[src/inc/qeq_consts.vh]
/*
  Constants of the quad equalizer management block: register offsets,
  field positions, reset values, threshold tables and bus timing.
  Assumes inclusion by src/qeq_mgmt.v only; holds definitions and nothing else.
*/
`ifndef QEQ_CONSTS_VH
`define QEQ_CONSTS_VH

// ----------------------------------------------------------------------
// register offsets
// ----------------------------------------------------------------------
`define QEQ_REG_STATUS 8'h00
`define QEQ_REG_RB01 8'h01
`define QEQ_REG_RB23 8'h02
`define QEQ_REG_EB01 8'h03
`define QEQ_REG_EB23 8'h04
`define QEQ_REG_ATHR 8'h05
`define QEQ_REG_RTHR 8'h06
`define QEQ_REG_CTRL 8'h07
`define QEQ_REG_OLVL 8'h08

// ----------------------------------------------------------------------
// reset values and field positions
// ----------------------------------------------------------------------
`define QEQ_RST_EB 8'h44
`define QEQ_RST_THR 8'h00
`define QEQ_RST_CTRL 1'h0
`define QEQ_RST_OLVL 8'h78
`define QEQ_OLVL_LO 2
`define QEQ_OLVL_HI 3
`define QEQ_OLVL_RSVD_MASK 8'hF3
`define QEQ_BOOST_DEF 3'h4
`define QEQ_BOOST_MIN 3'h0
`define QEQ_BOOST_MAX 3'h7

// ----------------------------------------------------------------------
// detect thresholds in mV, indexed by the 2-bit code
// ----------------------------------------------------------------------
`define QEQ_ON_MV0 8'h46
`define QEQ_ON_MV1 8'h37
`define QEQ_ON_MV2 8'h5A
`define QEQ_ON_MV3 8'h4B
`define QEQ_OFF_MV0 8'h28
`define QEQ_OFF_MV1 8'h1E
`define QEQ_OFF_MV2 8'h37
`define QEQ_OFF_MV3 8'h2D

// ----------------------------------------------------------------------
// bus timing: clock-low timeout and system clock rate
// ----------------------------------------------------------------------
`define QEQ_TMO_MS 25
`define QEQ_SYS_CLK_KHZ 100000

`endif

[src/src/qeq_mgmt.v]
/*
  Management and control logic of a four-channel equalizer: serial bus target, register set,
  pin/register selection of boost and enable, and signal detect with hysteresis.
  Assumes clk_sys at 100 MHz; bus and control pins are asynchronous and synchronised here;
  per-channel input amplitude in mV comes from a front-end measurement already on clk_sys.
*/
`timescale 1ns/1ns
`default_nettype none
`include "qeq_consts.vh"

// How it works
// RL1: bus port answers only while the port-select pin is high.
// RL2: standby powers a channel's datapath down; bus and detect keep running.
// RL3: boost-source pin high: three boost pins set boost for all channels.
// RL4: boost-source pin low: each channel's boost comes from its register field.
// RL5: boost is a 3-bit code, 000 minimum, 111 maximum, 100 default.
// RL6: control bit 0: enable pin high gives active, low gives standby.
// RL7: control bit 1: pins ignored, enable bit 0 active, 1 standby.
// RL8: register 0x07 bit 0 is the register-control enable, reset 0.
// RL9: detect rises above assert threshold, falls only below lower release threshold.
// RL10: detect state drives its own pin and status bits 3:0 of 0x00.
// RL11: register 0x00 bits 7:4 give a read-only revision field.
// RL12: registers 0x01 and 0x02 read back each channel's enable and boost.
// RL13: registers 0x03 and 0x04 hold enable and boost pairs, reset 0x44.
// RL14: register 0x05 holds 2-bit assert thresholds, codes 70/55/90/75 mV.
// RL15: register 0x06 holds 2-bit release thresholds, codes 40/30/55/45 mV.
// RL16: register 0x08 bits 3:2 set output level for all, reset 0x78.
// RL17: board may tie detect output to enable pin for automatic enable.
// RL18: controller should put unused channels into standby.
// RL19: bus clock held low for the timeout interval aborts the transaction.
// RL20: byte-data read and write target; reserved bits read zero, ignore writes; register 0x08 reserved bits read 0x70 here.

module qeq_mgmt #(
  parameter [6:0] BUS_ADDR = 7'h5A,      // arbitrary target address
  parameter [3:0] REVISION = 4'h0,       // arbitrary revision value
  parameter integer TMO_MS = `QEQ_TMO_MS,
  parameter integer TMO_CYC = TMO_MS * `QEQ_SYS_CLK_KHZ
) (
  // clock and reset
  input wire clk_sys,
  input wire rst,
  // management bus pins
  input wire port_select_pin,
  input wire mgmt_bus_clock_pin,
  input wire mgmt_bus_data_in,
  output wire mgmt_bus_data_out,
  output wire mgmt_bus_data_oe,
  // control pins
  input wire boost_source_pin,
  input wire [2:0] boost_level_pins,
  input wire [3:0] channel_enable_pin,
  // front-end amplitude per channel, mV, channel n in bits 8n+7:8n
  input wire [31:0] chan_amp_mv,
  // datapath controls and detect outputs
  output wire [3:0] chan_powered,
  output wire [11:0] chan_boost,
  output wire [1:0] out_level,
  output wire [3:0] signal_present_output
);

  // ----------------------------------------------------------------------
  // state encodings
  // ----------------------------------------------------------------------
  localparam [3:0] S_IDLE = 4'h0;
  localparam [3:0] S_ADDR = 4'h1;
  localparam [3:0] S_AACK = 4'h2;
  localparam [3:0] S_CMD = 4'h3;
  localparam [3:0] S_CACK = 4'h4;
  localparam [3:0] S_WDAT = 4'h5;
  localparam [3:0] S_WACK = 4'h6;
  localparam [3:0] S_RDAT = 4'h7;
  localparam [3:0] S_RACK = 4'h8;
  localparam [3:0] S_SBIT = 4'h9; // waits out the clock fall that ends a start
  localparam [7:0] OLVL_RST = `QEQ_RST_OLVL;

  // ----------------------------------------------------------------------
  // declarations
  // ----------------------------------------------------------------------
  reg [1:0] cs_sync_q, scl_sync_q, sda_sync_q, feb_sync_q, olvl_q, lvl_q;
  reg [5:0] bst_sync_q;
  reg [7:0] en_sync_q, sh_q, tx_q, ptr_q, eb01_q, eb23_q, athr_q, rthr_q;
  reg scl_prev_q, sda_prev_q, rw_q, nack_q, oe_q, ctrl_q;
  reg [3:0] st_q, sd_q, pwr_q, standby_d, sd_d;
  reg [2:0] cnt_q;
  reg [31:0] tmo_q;
  reg [11:0] boost_q, boost_d;
  wire cs_s, scl_s, sda_s, feb_s, scl_rise, scl_fall, bus_start, bus_stop, tmo_hit;
  wire [2:0] bst_s;
  wire [3:0] en_s;
  wire [7:0] rd_cur, rd_nxt;
  wire [11:0] reg_boost;
  integer i;

  // synchronised pin levels, read only from the second stage
  assign cs_s = cs_sync_q[1];
  assign scl_s = scl_sync_q[1];
  assign sda_s = sda_sync_q[1];
  assign feb_s = feb_sync_q[1];
  assign bst_s = bst_sync_q[5:3];
  assign en_s = en_sync_q[7:4];

  // ----------------------------------------------------------------------
  // threshold tables
  // ----------------------------------------------------------------------
  function [7:0] on_mv;
    input [1:0] code;
    begin
      case (code)
        2'h0: on_mv = `QEQ_ON_MV0;
        2'h1: on_mv = `QEQ_ON_MV1;
        2'h2: on_mv = `QEQ_ON_MV2;
        default: on_mv = `QEQ_ON_MV3;
      endcase
    end
  endfunction

  function [7:0] off_mv;
    input [1:0] code;
    begin
      case (code)
        2'h0: off_mv = `QEQ_OFF_MV0;
        2'h1: off_mv = `QEQ_OFF_MV1;
        2'h2: off_mv = `QEQ_OFF_MV2;
        default: off_mv = `QEQ_OFF_MV3;
      endcase
    end
  endfunction

  // ----------------------------------------------------------------------
  // two-stage synchronisers for every pin
  // ----------------------------------------------------------------------
  always @(posedge clk_sys or posedge rst) begin
    if (rst) begin
      cs_sync_q <= 2'h0;
      scl_sync_q <= 2'h3;
      sda_sync_q <= 2'h3;
      feb_sync_q <= 2'h3;
      bst_sync_q <= 6'h00;
      en_sync_q <= 8'h00;
      scl_prev_q <= 1'b1; // idle level, so no false edge after reset
      sda_prev_q <= 1'b1;
    end else begin
      cs_sync_q <= {cs_sync_q[0], port_select_pin};
      scl_sync_q <= {scl_sync_q[0], mgmt_bus_clock_pin};
      sda_sync_q <= {sda_sync_q[0], mgmt_bus_data_in};
      feb_sync_q <= {feb_sync_q[0], boost_source_pin};
      bst_sync_q <= {bst_sync_q[2:0], boost_level_pins};
      en_sync_q <= {en_sync_q[3:0], channel_enable_pin};
      scl_prev_q <= scl_s;
      sda_prev_q <= sda_s;
    end
  end

  // edge and condition detection on the synchronised bus lines
  assign scl_rise = scl_s & ~scl_prev_q;
  assign scl_fall = ~scl_s & scl_prev_q;
  assign bus_start = scl_s & scl_prev_q & sda_prev_q & ~sda_s;
  assign bus_stop = scl_s & scl_prev_q & ~sda_prev_q & sda_s;

  // ----------------------------------------------------------------------
  // clock-low timeout counter
  // ----------------------------------------------------------------------
  assign tmo_hit = (tmo_q >= TMO_CYC); // RL19

  always @(posedge clk_sys or posedge rst) begin
    if (rst) begin
      tmo_q <= 32'h0;
    end else if (scl_s || st_q == S_IDLE) begin
      tmo_q <= 32'h0;
    end else if (!tmo_hit) begin
      tmo_q <= tmo_q + 32'h1; // RL19
    end
  end

  // ----------------------------------------------------------------------
  // register read multiplexer
  // ----------------------------------------------------------------------
  function [7:0] rd_byte;
    input [7:0] a;
    begin
      case (a)
        `QEQ_REG_STATUS: rd_byte = {REVISION, sd_q}; // RL10 RL11
        `QEQ_REG_RB01: rd_byte = {~pwr_q[1], boost_q[5:3], ~pwr_q[0], boost_q[2:0]}; // RL12
        `QEQ_REG_RB23: rd_byte = {~pwr_q[3], boost_q[11:9], ~pwr_q[2], boost_q[8:6]}; // RL12
        `QEQ_REG_EB01: rd_byte = eb01_q;
        `QEQ_REG_EB23: rd_byte = eb23_q;
        `QEQ_REG_ATHR: rd_byte = athr_q;
        `QEQ_REG_RTHR: rd_byte = rthr_q;
        `QEQ_REG_CTRL: rd_byte = {7'h00, ctrl_q}; // RL20
        `QEQ_REG_OLVL: rd_byte = (OLVL_RST & `QEQ_OLVL_RSVD_MASK) | {4'h0, olvl_q, 2'h0}; // RL16
        default: rd_byte = 8'h00; // RL20
      endcase
    end
  endfunction

  // byte to send now and the one after it, for the first bit of a read
  assign rd_cur = rd_byte(ptr_q);
  assign rd_nxt = rd_byte(ptr_q + 8'h01);

  // ----------------------------------------------------------------------
  // bus target state machine
  // ----------------------------------------------------------------------
  always @(posedge clk_sys or posedge rst) begin
    if (rst) begin
      st_q <= S_IDLE;
      cnt_q <= 3'h0;
      sh_q <= 8'h00;
      tx_q <= 8'h00;
      ptr_q <= 8'h00;
      rw_q <= 1'b0;
      nack_q <= 1'b0;
      oe_q <= 1'b0;
      eb01_q <= `QEQ_RST_EB;
      eb23_q <= `QEQ_RST_EB;
      athr_q <= `QEQ_RST_THR;
      rthr_q <= `QEQ_RST_THR;
      ctrl_q <= `QEQ_RST_CTRL;
      olvl_q <= OLVL_RST[`QEQ_OLVL_HI:`QEQ_OLVL_LO];
    end else if (!cs_s || tmo_hit || bus_stop) begin
      st_q <= S_IDLE; // RL1 RL19
      oe_q <= 1'b0;
    end else if (bus_start) begin
      st_q <= S_SBIT; // address bits follow the start's own clock fall
      cnt_q <= 3'h0;
      oe_q <= 1'b0;
    end else if (scl_rise) begin
      // sample data on the rising bus clock
      cnt_q <= cnt_q + 3'h1;
      sh_q <= {sh_q[6:0], sda_s};
      if (st_q == S_RACK)
        nack_q <= sda_s;
    end else if (scl_fall) begin
      // drive data and acknowledge on the falling bus clock
      case (st_q)
        S_SBIT: st_q <= S_ADDR;
        S_ADDR: begin
          if (cnt_q == 3'h0) begin
            if (sh_q[7:1] == BUS_ADDR) begin
              rw_q <= sh_q[0];
              oe_q <= 1'b1;
              st_q <= S_AACK;
            end else begin
              st_q <= S_IDLE;
            end
          end
        end
        S_AACK: begin
          cnt_q <= 3'h0;
          if (rw_q) begin
            tx_q <= rd_cur; // RL20
            oe_q <= ~rd_cur[7];
            st_q <= S_RDAT;
          end else begin
            oe_q <= 1'b0;
            st_q <= S_CMD;
          end
        end
        S_CMD: begin
          if (cnt_q == 3'h0) begin
            ptr_q <= sh_q;
            oe_q <= 1'b1;
            st_q <= S_CACK;
          end
        end
        S_CACK: begin
          oe_q <= 1'b0;
          cnt_q <= 3'h0;
          st_q <= S_WDAT;
        end
        S_WDAT: begin
          if (cnt_q == 3'h0) begin
            oe_q <= 1'b1;
            st_q <= S_WACK;
            case (ptr_q)
              `QEQ_REG_EB01: eb01_q <= sh_q; // RL13
              `QEQ_REG_EB23: eb23_q <= sh_q; // RL13
              `QEQ_REG_ATHR: athr_q <= sh_q; // RL14
              `QEQ_REG_RTHR: rthr_q <= sh_q; // RL15
              `QEQ_REG_CTRL: ctrl_q <= sh_q[0]; // RL8
              `QEQ_REG_OLVL: olvl_q <= sh_q[`QEQ_OLVL_HI:`QEQ_OLVL_LO]; // RL16
              default: ;
            endcase
          end
        end
        S_WACK: begin
          oe_q <= 1'b0;
          cnt_q <= 3'h0;
          ptr_q <= ptr_q + 8'h01;
          st_q <= S_WDAT;
        end
        S_RDAT: begin
          if (cnt_q == 3'h0) begin
            oe_q <= 1'b0;
            st_q <= S_RACK;
          end else begin
            tx_q <= {tx_q[6:0], 1'b0};
            oe_q <= ~tx_q[6];
          end
        end
        S_RACK: begin
          cnt_q <= 3'h0;
          if (nack_q) begin
            st_q <= S_IDLE;
          end else begin
            tx_q <= rd_nxt;
            oe_q <= ~rd_nxt[7];
            ptr_q <= ptr_q + 8'h01;
            st_q <= S_RDAT;
          end
        end
        default: begin
          oe_q <= 1'b0;
        end
      endcase
    end
  end

  // ----------------------------------------------------------------------
  // channel control: boost and enable source selection
  // ----------------------------------------------------------------------
  assign reg_boost = {eb23_q[6:4], eb23_q[2:0], eb01_q[6:4], eb01_q[2:0]};

  always @* begin
    standby_d = 4'h0;
    boost_d = 12'h000;
    sd_d = sd_q;
    for (i = 0; i < 4; i = i + 1) begin
      if (ctrl_q)
        standby_d[i] = (i < 2) ? eb01_q[4 * i + 3] : eb23_q[4 * (i - 2) + 3]; // RL7
      else
        standby_d[i] = ~en_s[i]; // RL6
      if (feb_s)
        boost_d[3 * i +: 3] = bst_s; // RL3 RL5
      else
        boost_d[3 * i +: 3] = reg_boost[3 * i +: 3]; // RL4 RL5
      if (chan_amp_mv[8 * i +: 8] > on_mv(athr_q[2 * i +: 2]))
        sd_d[i] = 1'b1; // RL9
      else if (chan_amp_mv[8 * i +: 8] < off_mv(rthr_q[2 * i +: 2]))
        sd_d[i] = 1'b0; // RL9
    end
  end

  // registered datapath controls and detect state
  always @(posedge clk_sys or posedge rst) begin
    if (rst) begin
      pwr_q <= 4'h0;
      boost_q <= {4{`QEQ_BOOST_DEF}};
      lvl_q <= OLVL_RST[`QEQ_OLVL_HI:`QEQ_OLVL_LO];
      sd_q <= 4'h0;
    end else begin
      pwr_q <= ~standby_d; // RL2
      boost_q <= boost_d;
      lvl_q <= olvl_q; // RL16
      sd_q <= sd_d; // RL10
    end
  end

  // ----------------------------------------------------------------------
  // outputs
  // ----------------------------------------------------------------------
  assign mgmt_bus_data_out = 1'b0;
  assign mgmt_bus_data_oe = oe_q;
  assign chan_powered = pwr_q;
  assign chan_boost = boost_q;
  assign out_level = lvl_q;
  assign signal_present_output = sd_q;

endmodule

`default_nettype wire

[config.mk]
export PLATFORM = sky130hd
export DESIGN_NAME = qeq_mgmt
export DESIGN_NICKNAME = d
export VERILOG_FILES = /design/src/src/qeq_mgmt.v
export VERILOG_INCLUDE_DIRS = /design/src /design/src/inc
export SDC_FILE = /design/constraint.sdc
export NUM_CORES = 1
export LEC_CHECK = 0
export BUFFER_PORTS_ARGS = -buffer_cell sky130_fd_sc_hd__buf_2
export CAP_MARGIN = 40
export CORE_UTILIZATION = 25
export DETAILED_ROUTE_END_ITERATION = 10
export REMOVE_ABC_BUFFERS = 1
export SLEW_MARGIN = 10
export SYNTH_ARGS = -nofsm -noshare
export SYNTH_HDL_FRONTEND = slang
export SYNTH_SLANG_ARGS = --single-unit
[constraint.sdc]
create_clock -name clk_sys -period 10.01 [get_ports clk_sys]
set_clock_uncertainty 0.15 [all_clocks]
set_input_delay 0.5005 -clock clk_sys [delete_from_list [all_inputs] [get_ports clk_sys]]
set_output_delay 0.5005 -clock clk_sys [all_outputs]
set_load 0.1 [all_outputs]
* Word-level counts from Yosys, hierarchy flattened
Cells that the tools add are included.
** Word-level totals
- Output and inout port bits :: 24
- Word-level logic and storage cells :: 233
- Input port bits :: 45
- Bits in registers :: 146
** Cells by class
- Muxes and demuxes :: 66
- Order comparisons :: 9
- Bitwise logic cells :: 26
- Reduce and logical (&&, ||, !) cells :: 43
- Add/subtract/negate cells :: 3
- Eq/ne operators :: 56
** Operator list (count)
- 8-bit one-hot mux with 9 select lines :: 2
- 7-bit one-hot mux with 3 select lines :: 5
- 6-bit one-hot mux with 3 select lines :: 4
- 7-bit AND reduction :: 10
- 8-bit by 3-bit equality test with 1-bit output (second input constant) :: 8
- 32-bit two-way mux :: 2
- 8-bit two-way mux :: 6
- 32-bit by 1-bit adder with 32-bit output (second input constant) :: 1
- 8-bit by 2-bit equality test with 1-bit output (second input constant) :: 4
- 32-bit by 22-bit >= comparator with 1-bit output (second input constant) :: 1
- 8-bit greater-than comparator :: 4
- 8-bit less-than comparator :: 4
- 4-bit two-way mux :: 8
- 4-bit one-hot mux with 8 select lines :: 1
- 3-bit two-way mux :: 10
- 4-bit != test (second input constant) :: 6
- 8-bit one-hot mux with 3 select lines :: 1
- 1-bit two-way mux :: 22
- 7-bit two-way mux :: 3
- 1-bit NOT :: 18
- 2-bit by 1-bit equality test with 1-bit output (second input constant) :: 8
- 2-bit equality test (second input constant) :: 8
- 4-bit by 3-bit equality test with 1-bit output (second input constant) :: 4
- 8-bit by 1-bit equality test with 1-bit output (second input constant) :: 2
- other kinds (30) :: 61

* Longest topological paths before layout
- Word-level depth :: 10
- Depth in mapped cells :: 10
- Mapped depth without buffers :: 10

* Worst setup path after synthesis
Ideal clock, no wire load.
- Path kind :: register to register
- Start :: reg sda_sync_q[1]
- End :: reg athr_q[0]
- Period minus slack after synthesis :: 2424 ps
- Data required time :: 9735 ps
- Slack :: 7586 ps
- Setup time :: 125 ps
- Cell stages (with the launch flop) :: 9
- Arrival :: 2150 ps
- Buffers on the path :: 2
- Cells stage by stage :: dfstp_2 > clkbuf_1 > xnor2_1 > o21ai_0 > a2111oi_4 > and3_1 > buf_4 > nand3_4 > mux2_2
** On the way
- Longest elaborated chain between the ends :: 4
- Elaborated cells between the ends (all ways) :: 7
- Classes of those cells :: bitwise (5); reduce/logical (2)
** Ends and longest elaborated chain
- from (decl) :: RTL line qeq_mgmt.v:79 : reg [1:0] cs_sync_q, scl_sync_q, sda_sync_q, feb_sync_q, olvl_q, lvl_q;
- from (signal assigned) :: RTL line qeq_mgmt.v:145 : sda_sync_q <= {sda_sync_q[0], mgmt_bus_data_in};
- 1-bit bitwise AND or 1-bit NOT (tied branches) :: RTL line qeq_mgmt.v:158, qeq_mgmt.v:157
- 1-bit logical OR or 1-bit bitwise AND (tied branches) :: RTL line qeq_mgmt.v:219, qeq_mgmt.v:157
- 1-bit NOT (no line)
- 7-bit AND reduction (no line) (*)
- to (signal assigned) :: RTL line qeq_mgmt.v:215 : athr_q <= `QEQ_RST_THR;
- to (signal assigned) :: RTL line qeq_mgmt.v:277 : `QEQ_REG_ATHR: athr_q <= sh_q;
- to (decl) :: RTL line qeq_mgmt.v:81 : reg [7:0] en_sync_q, sh_q, tx_q, ptr_q, eb01_q, eb23_q, athr_q, rthr_q;
Mark *: on every way between the ends. The rest lies on a longest branch, timed or not.
A chain may end at the register's enable or synchronous reset.

* Final worst setup path
- Start :: reg tmo_q[29]
- End :: reg eb01_q[0]
** On the way
- Longest elaborated chain between the ends :: 5
** Ends and longest elaborated chain
- from (decl) :: RTL line qeq_mgmt.v:85 : reg [31:0] tmo_q;
- from (signal assigned) :: RTL line qeq_mgmt.v:171 : tmo_q <= tmo_q + 32'h1;
- 32-bit by 22-bit >= comparator with 1-bit output :: RTL line qeq_mgmt.v:163 : assign tmo_hit = (tmo_q >= TMO_CYC);
- 1-bit logical OR (2 in series) :: RTL line qeq_mgmt.v:219 : end else if (!cs_s || tmo_hit || bus_stop) begin
- 1-bit NOT (no line)
- 7-bit AND reduction (no line)
- to (signal assigned) :: RTL line qeq_mgmt.v:213 : eb01_q <= `QEQ_RST_EB;
- to (signal assigned) :: RTL line qeq_mgmt.v:275 : `QEQ_REG_EB01: eb01_q <= sh_q;
- to (decl) :: RTL line qeq_mgmt.v:81
No other way between the ends.

==> metrics.md <==
| Metric | Value |
|---|---|
| FF-to-FF Start | `tmo_q[29]` |
| Worst-margin pin slew | `0.8446 ns` |
| Vias in the first global route | `7149` |
| Initial antenna violation count | `0` |
| Die height | `191.9 um` |
| Comb power frac | `18.2%` |
| Share of cells above drive strength 1 | `19.27%` |
| Num rows | `69` |
| Starting Density | `25.40%` |
| Hold Violations, Final | `0` |
| Buf+Inv Stages, Crit Path | `0` |
| Clock tree buffer depth | `2` |
| Relative slew slack | `43.29%` |
| Count of final max-slew check failures | `0` |
| 1st-iter DRT viols | `792` |
| Clock power frac | `38.5%` |
| Worst Setup SP | `tmo_q[29]` |
| Latest clock arrival within the worst-skew pair | `0.43 ns` |
| R2r worst-path depth | `6` |
| CTS tree | `built` |
| Syn Area/Cell | `9.848 um2` |
| Final worst setup slack | `6.945 ns` |
| RSZ-0062 raised after global routing | `no` |
| DR WL/cell | `16.43 um` |
| # nets final | `1107` |
| Seq cells post-synth | `146` |
| 1st-pass router iterations | `6` |
| Worst setup EP type | `flop` |
| Min Tclk post-route | `3.065 ns` |
| Layout area overhead | `16.50%` |
| Cts repair resizes | `0` |
| Leakage | `4.551 nW` |
| DRC Markers | `0` |
| CP cell instances | `nor4_1, nand3_1, a2111oi_4, and3_1, nand2_2, mux2_2` |
| WL final | `23770 um` |
| Netlist cell types | `72` |
| Vias per inst | `4.978` |
| Worst hold path type | `input port to flop` |
| Max-cap violations | `0` |
| Die width | `191.9 um` |
| Ys async rst share | `100.0%` |
| Number of cells on the critical path | `6` |
| Internal power | `1.108 mW` |
| Top cells by count, synth | `dfrtp_1 (128), ha_1 (89), nand2_1 (68), inv_1 (66), o21ai_0 (59)` |
| Crit path max-delay cell type | `a2111oi_4` |
| Crit Path Max Fanout | `8` |
| Tot Pwr | `1.639 mW` |
| Worst hold margin | `0.01855 ns` |
| Warnings, synthesis | `0` |
| Dpl ws | `6.997 ns` |
| Number of flops mapped to enable cells by yosys | `0` |
| Main synth FF type | `dfrtp_1` |
| Req. time, crit path | `10.18 ns` |
| Outcome | `complete, no violations` |
| Final setup violation count | `0` |
| CTS H-tree lvls | `4` |
| CP top delay family | `simple AND/OR/NAND/NOR gates` |
| Reg clk slew, reported paths | `0.06 ns` |
| Peak supply drop | `0.0001375 V` |
| Worst hold path stage count | `1` |
| Sw Share | `32.40%` |
| GR Overflow Total | `0` |
| Gate Count Post-Synth | `915` |
| Setup bufs post-CTS | `0` |
| Largest cells by area after synthesis | `dfrtp_1 (36%), ha_1 (12%), mux2_2 (5.9%), dfstp_2 (5.2%), o21ai_0 (3.3%)` |
| Startpoint Class | `flop` |
| Post-detail-place hpwl | `17160 um` |
| Port buffer count | `67` |
| Peak Freq | `0.3262 GHz` |
| Sequential fraction of the synthesis area | `40.79%` |
| All-layer global routing usage | `13.55%` |
| Antenna diodes | `0` |
| Vias | `7203` |
| Top cell type's share of synthesized area | `35.55%` |
| GP Congestion | `0.8963` |
| CTS Buf Count | `17` |
| Layout Utilization | `29.59%` |
| Fin crit share | `30.62%` |
| Reg power frac | `43.3%` |
| Total die area | `36810 um2` |
| Setup CP Type | `flop to flop` |
| Critical Path End | `eb01_q[0]` |
| R2r endpoint | `eb01_q[0]` |
| Core area | `35480 um2` |
| Total Neg Setup Slack | `0 ns` |
| Maximum number of pins on one net before global-route repair | `91` |
| Cell taking the most area after synthesis | `dfrtp_1` |
| Ports | `69` |
| Global-route wire length before repair | `38600 um` |
| Power per cell area | `156.2 nW/um2` |
| Count leader, synth | `dfrtp_1` |
| Root Buffer Master | `clkbuf_16` |
| Largest stage delay on the critical path | `0.68 ns` |
| Netlist Area Pre-Place | `9011 um2` |
| R2r setup slk | `6.94 ns` |
| Remaining antenna violation count | `0` |
| Switch Pwr | `0.5312 mW` |
| Clock Sinks | `146` |
| Arr. time, crit path | `3.24 ns` |
## worst min path at each step
stage	endpoint	start
finish	scl_sync_q[0]	mgmt_bus_clock_pin
CTS	sda_sync_q[0]	mgmt_bus_data_in
floorplan	bst_sync_q[3]	bst_sync_q[0]
global route	en_sync_q[1]	channel_enable_pin[1]
detailed placement	en_sync_q[5]	en_sync_q[1]
global placement	bst_sync_q[5]	bst_sync_q[2]
## stage by stage
step / std cells / cell area, um2
final: 1447 / 10500
after global routing: 1447 / 10500
after CTS: 1444 / 10450
after detailed placement: 1411 / 9854
after global placement: 1406 / 9804
after floorplan: 874 / 8850
## worst register-to-register path, stage by stage (launching register included)
cell and delay [ns]:
dfrtp_1 0.38, nor4_1 0.32, nand3_1 0.29, a2111oi_4 0.68, and3_1 0.54, nand2_2 0.26, mux2_2 0.33
## flip-flops by register name, summed over array words and instances (netlist names), 8 cells and up
| register | count |
|---|---|
| chan_boost | 12 |
| en_sync_q | 8 |
| eb01_q | 8 |
| rthr_q | 8 |
| athr_q | 8 |
| tmo_q | 32 |
| ptr_q | 8 |
| sh_q | 8 |
| eb23_q | 8 |
## final cells by class
cell class / instances / area (um2)
timing repair buffer: 80 / 478.0
sequential: 146 / 3676
clock buffer: 20 / 446.7
multi-input combinational: 662 / 4933
fill: 3674 / 24990
tap: 461 / 576.8
inverter: 66 / 252.7
clock inverter: 12 / 133.9
## repair_timing
item                                    CTS  global route
endpoints found under the setup margin    0             0
hold buffers                              1             1
endpoints found under the hold margin     1             1
## kinds of logic (layout without fill, tap and decap cells)
kind of cell / count (synthesis) / count (layout) / share of synthesized area [%]
AOI/OAI and AO/OA: 224 / 224 / 17.05
xor gates and xnor gates: 26 / 26 / 2.527
adders and majority gates: 89 / 89 / 12.36
buffers and inverters: 107 / 178 / 4.540
DFF: 146 / 146 / 40.79
muxes: 67 / 67 / 8.095
other: 1 / 1 / 0.04162
and+or+nand+nor: 255 / 255 / 14.59
## cell usage in the layout, fill, tap and decap left out, drive strengths merged, types with 7 or more instances in the layout
| cell | instances |
|---|---|
| dfrtp | 128 |
| ha | 89 |
| buf | 78 |
| nand2 | 70 |
| inv | 67 |
| o21ai | 60 |
| nor2 | 52 |
| mux2 | 47 |
| a21oi | 45 |
| nand3 | 35 |
| nor3 | 21 |
| mux2i | 20 |
| clkbuf | 20 |
| xor2 | 19 |
| dfstp | 18 |
| nand4 | 13 |
| a222oi | 12 |
| o21bai | 12 |
| nand2b | 10 |
| a22oi | 9 |
| a31oi | 8 |
| a221oi | 8 |
| o21a | 7 |
| and2 | 7 |
| xnor2 | 7 |
| a211oi | 7 |
| a2111oi | 7 |
| clkinv | 7 |
## power groups by stage
stage          Clock, mW  Combinational [mW]  Sequential (mW)
2_1_floorplan          0               0.172            0.713
3_3_place_gp           0               0.283            0.717
3_5_place_dp           0               0.289            0.717
4_1_cts            0.648               0.290            0.707
5_1_grt            0.670               0.327            0.715
6_report           0.632               0.298            0.710
## per-layer routing
layer  vias up  GRT usage, %  share of wire, %
li1       3440             -                 -
met1      3495         18.13                46
met2       238         20.91                45
met3        30         3.526               7.4
met4         0         4.853               2.0
met5         -             0                 0
(Power assumes the default switching activity.)
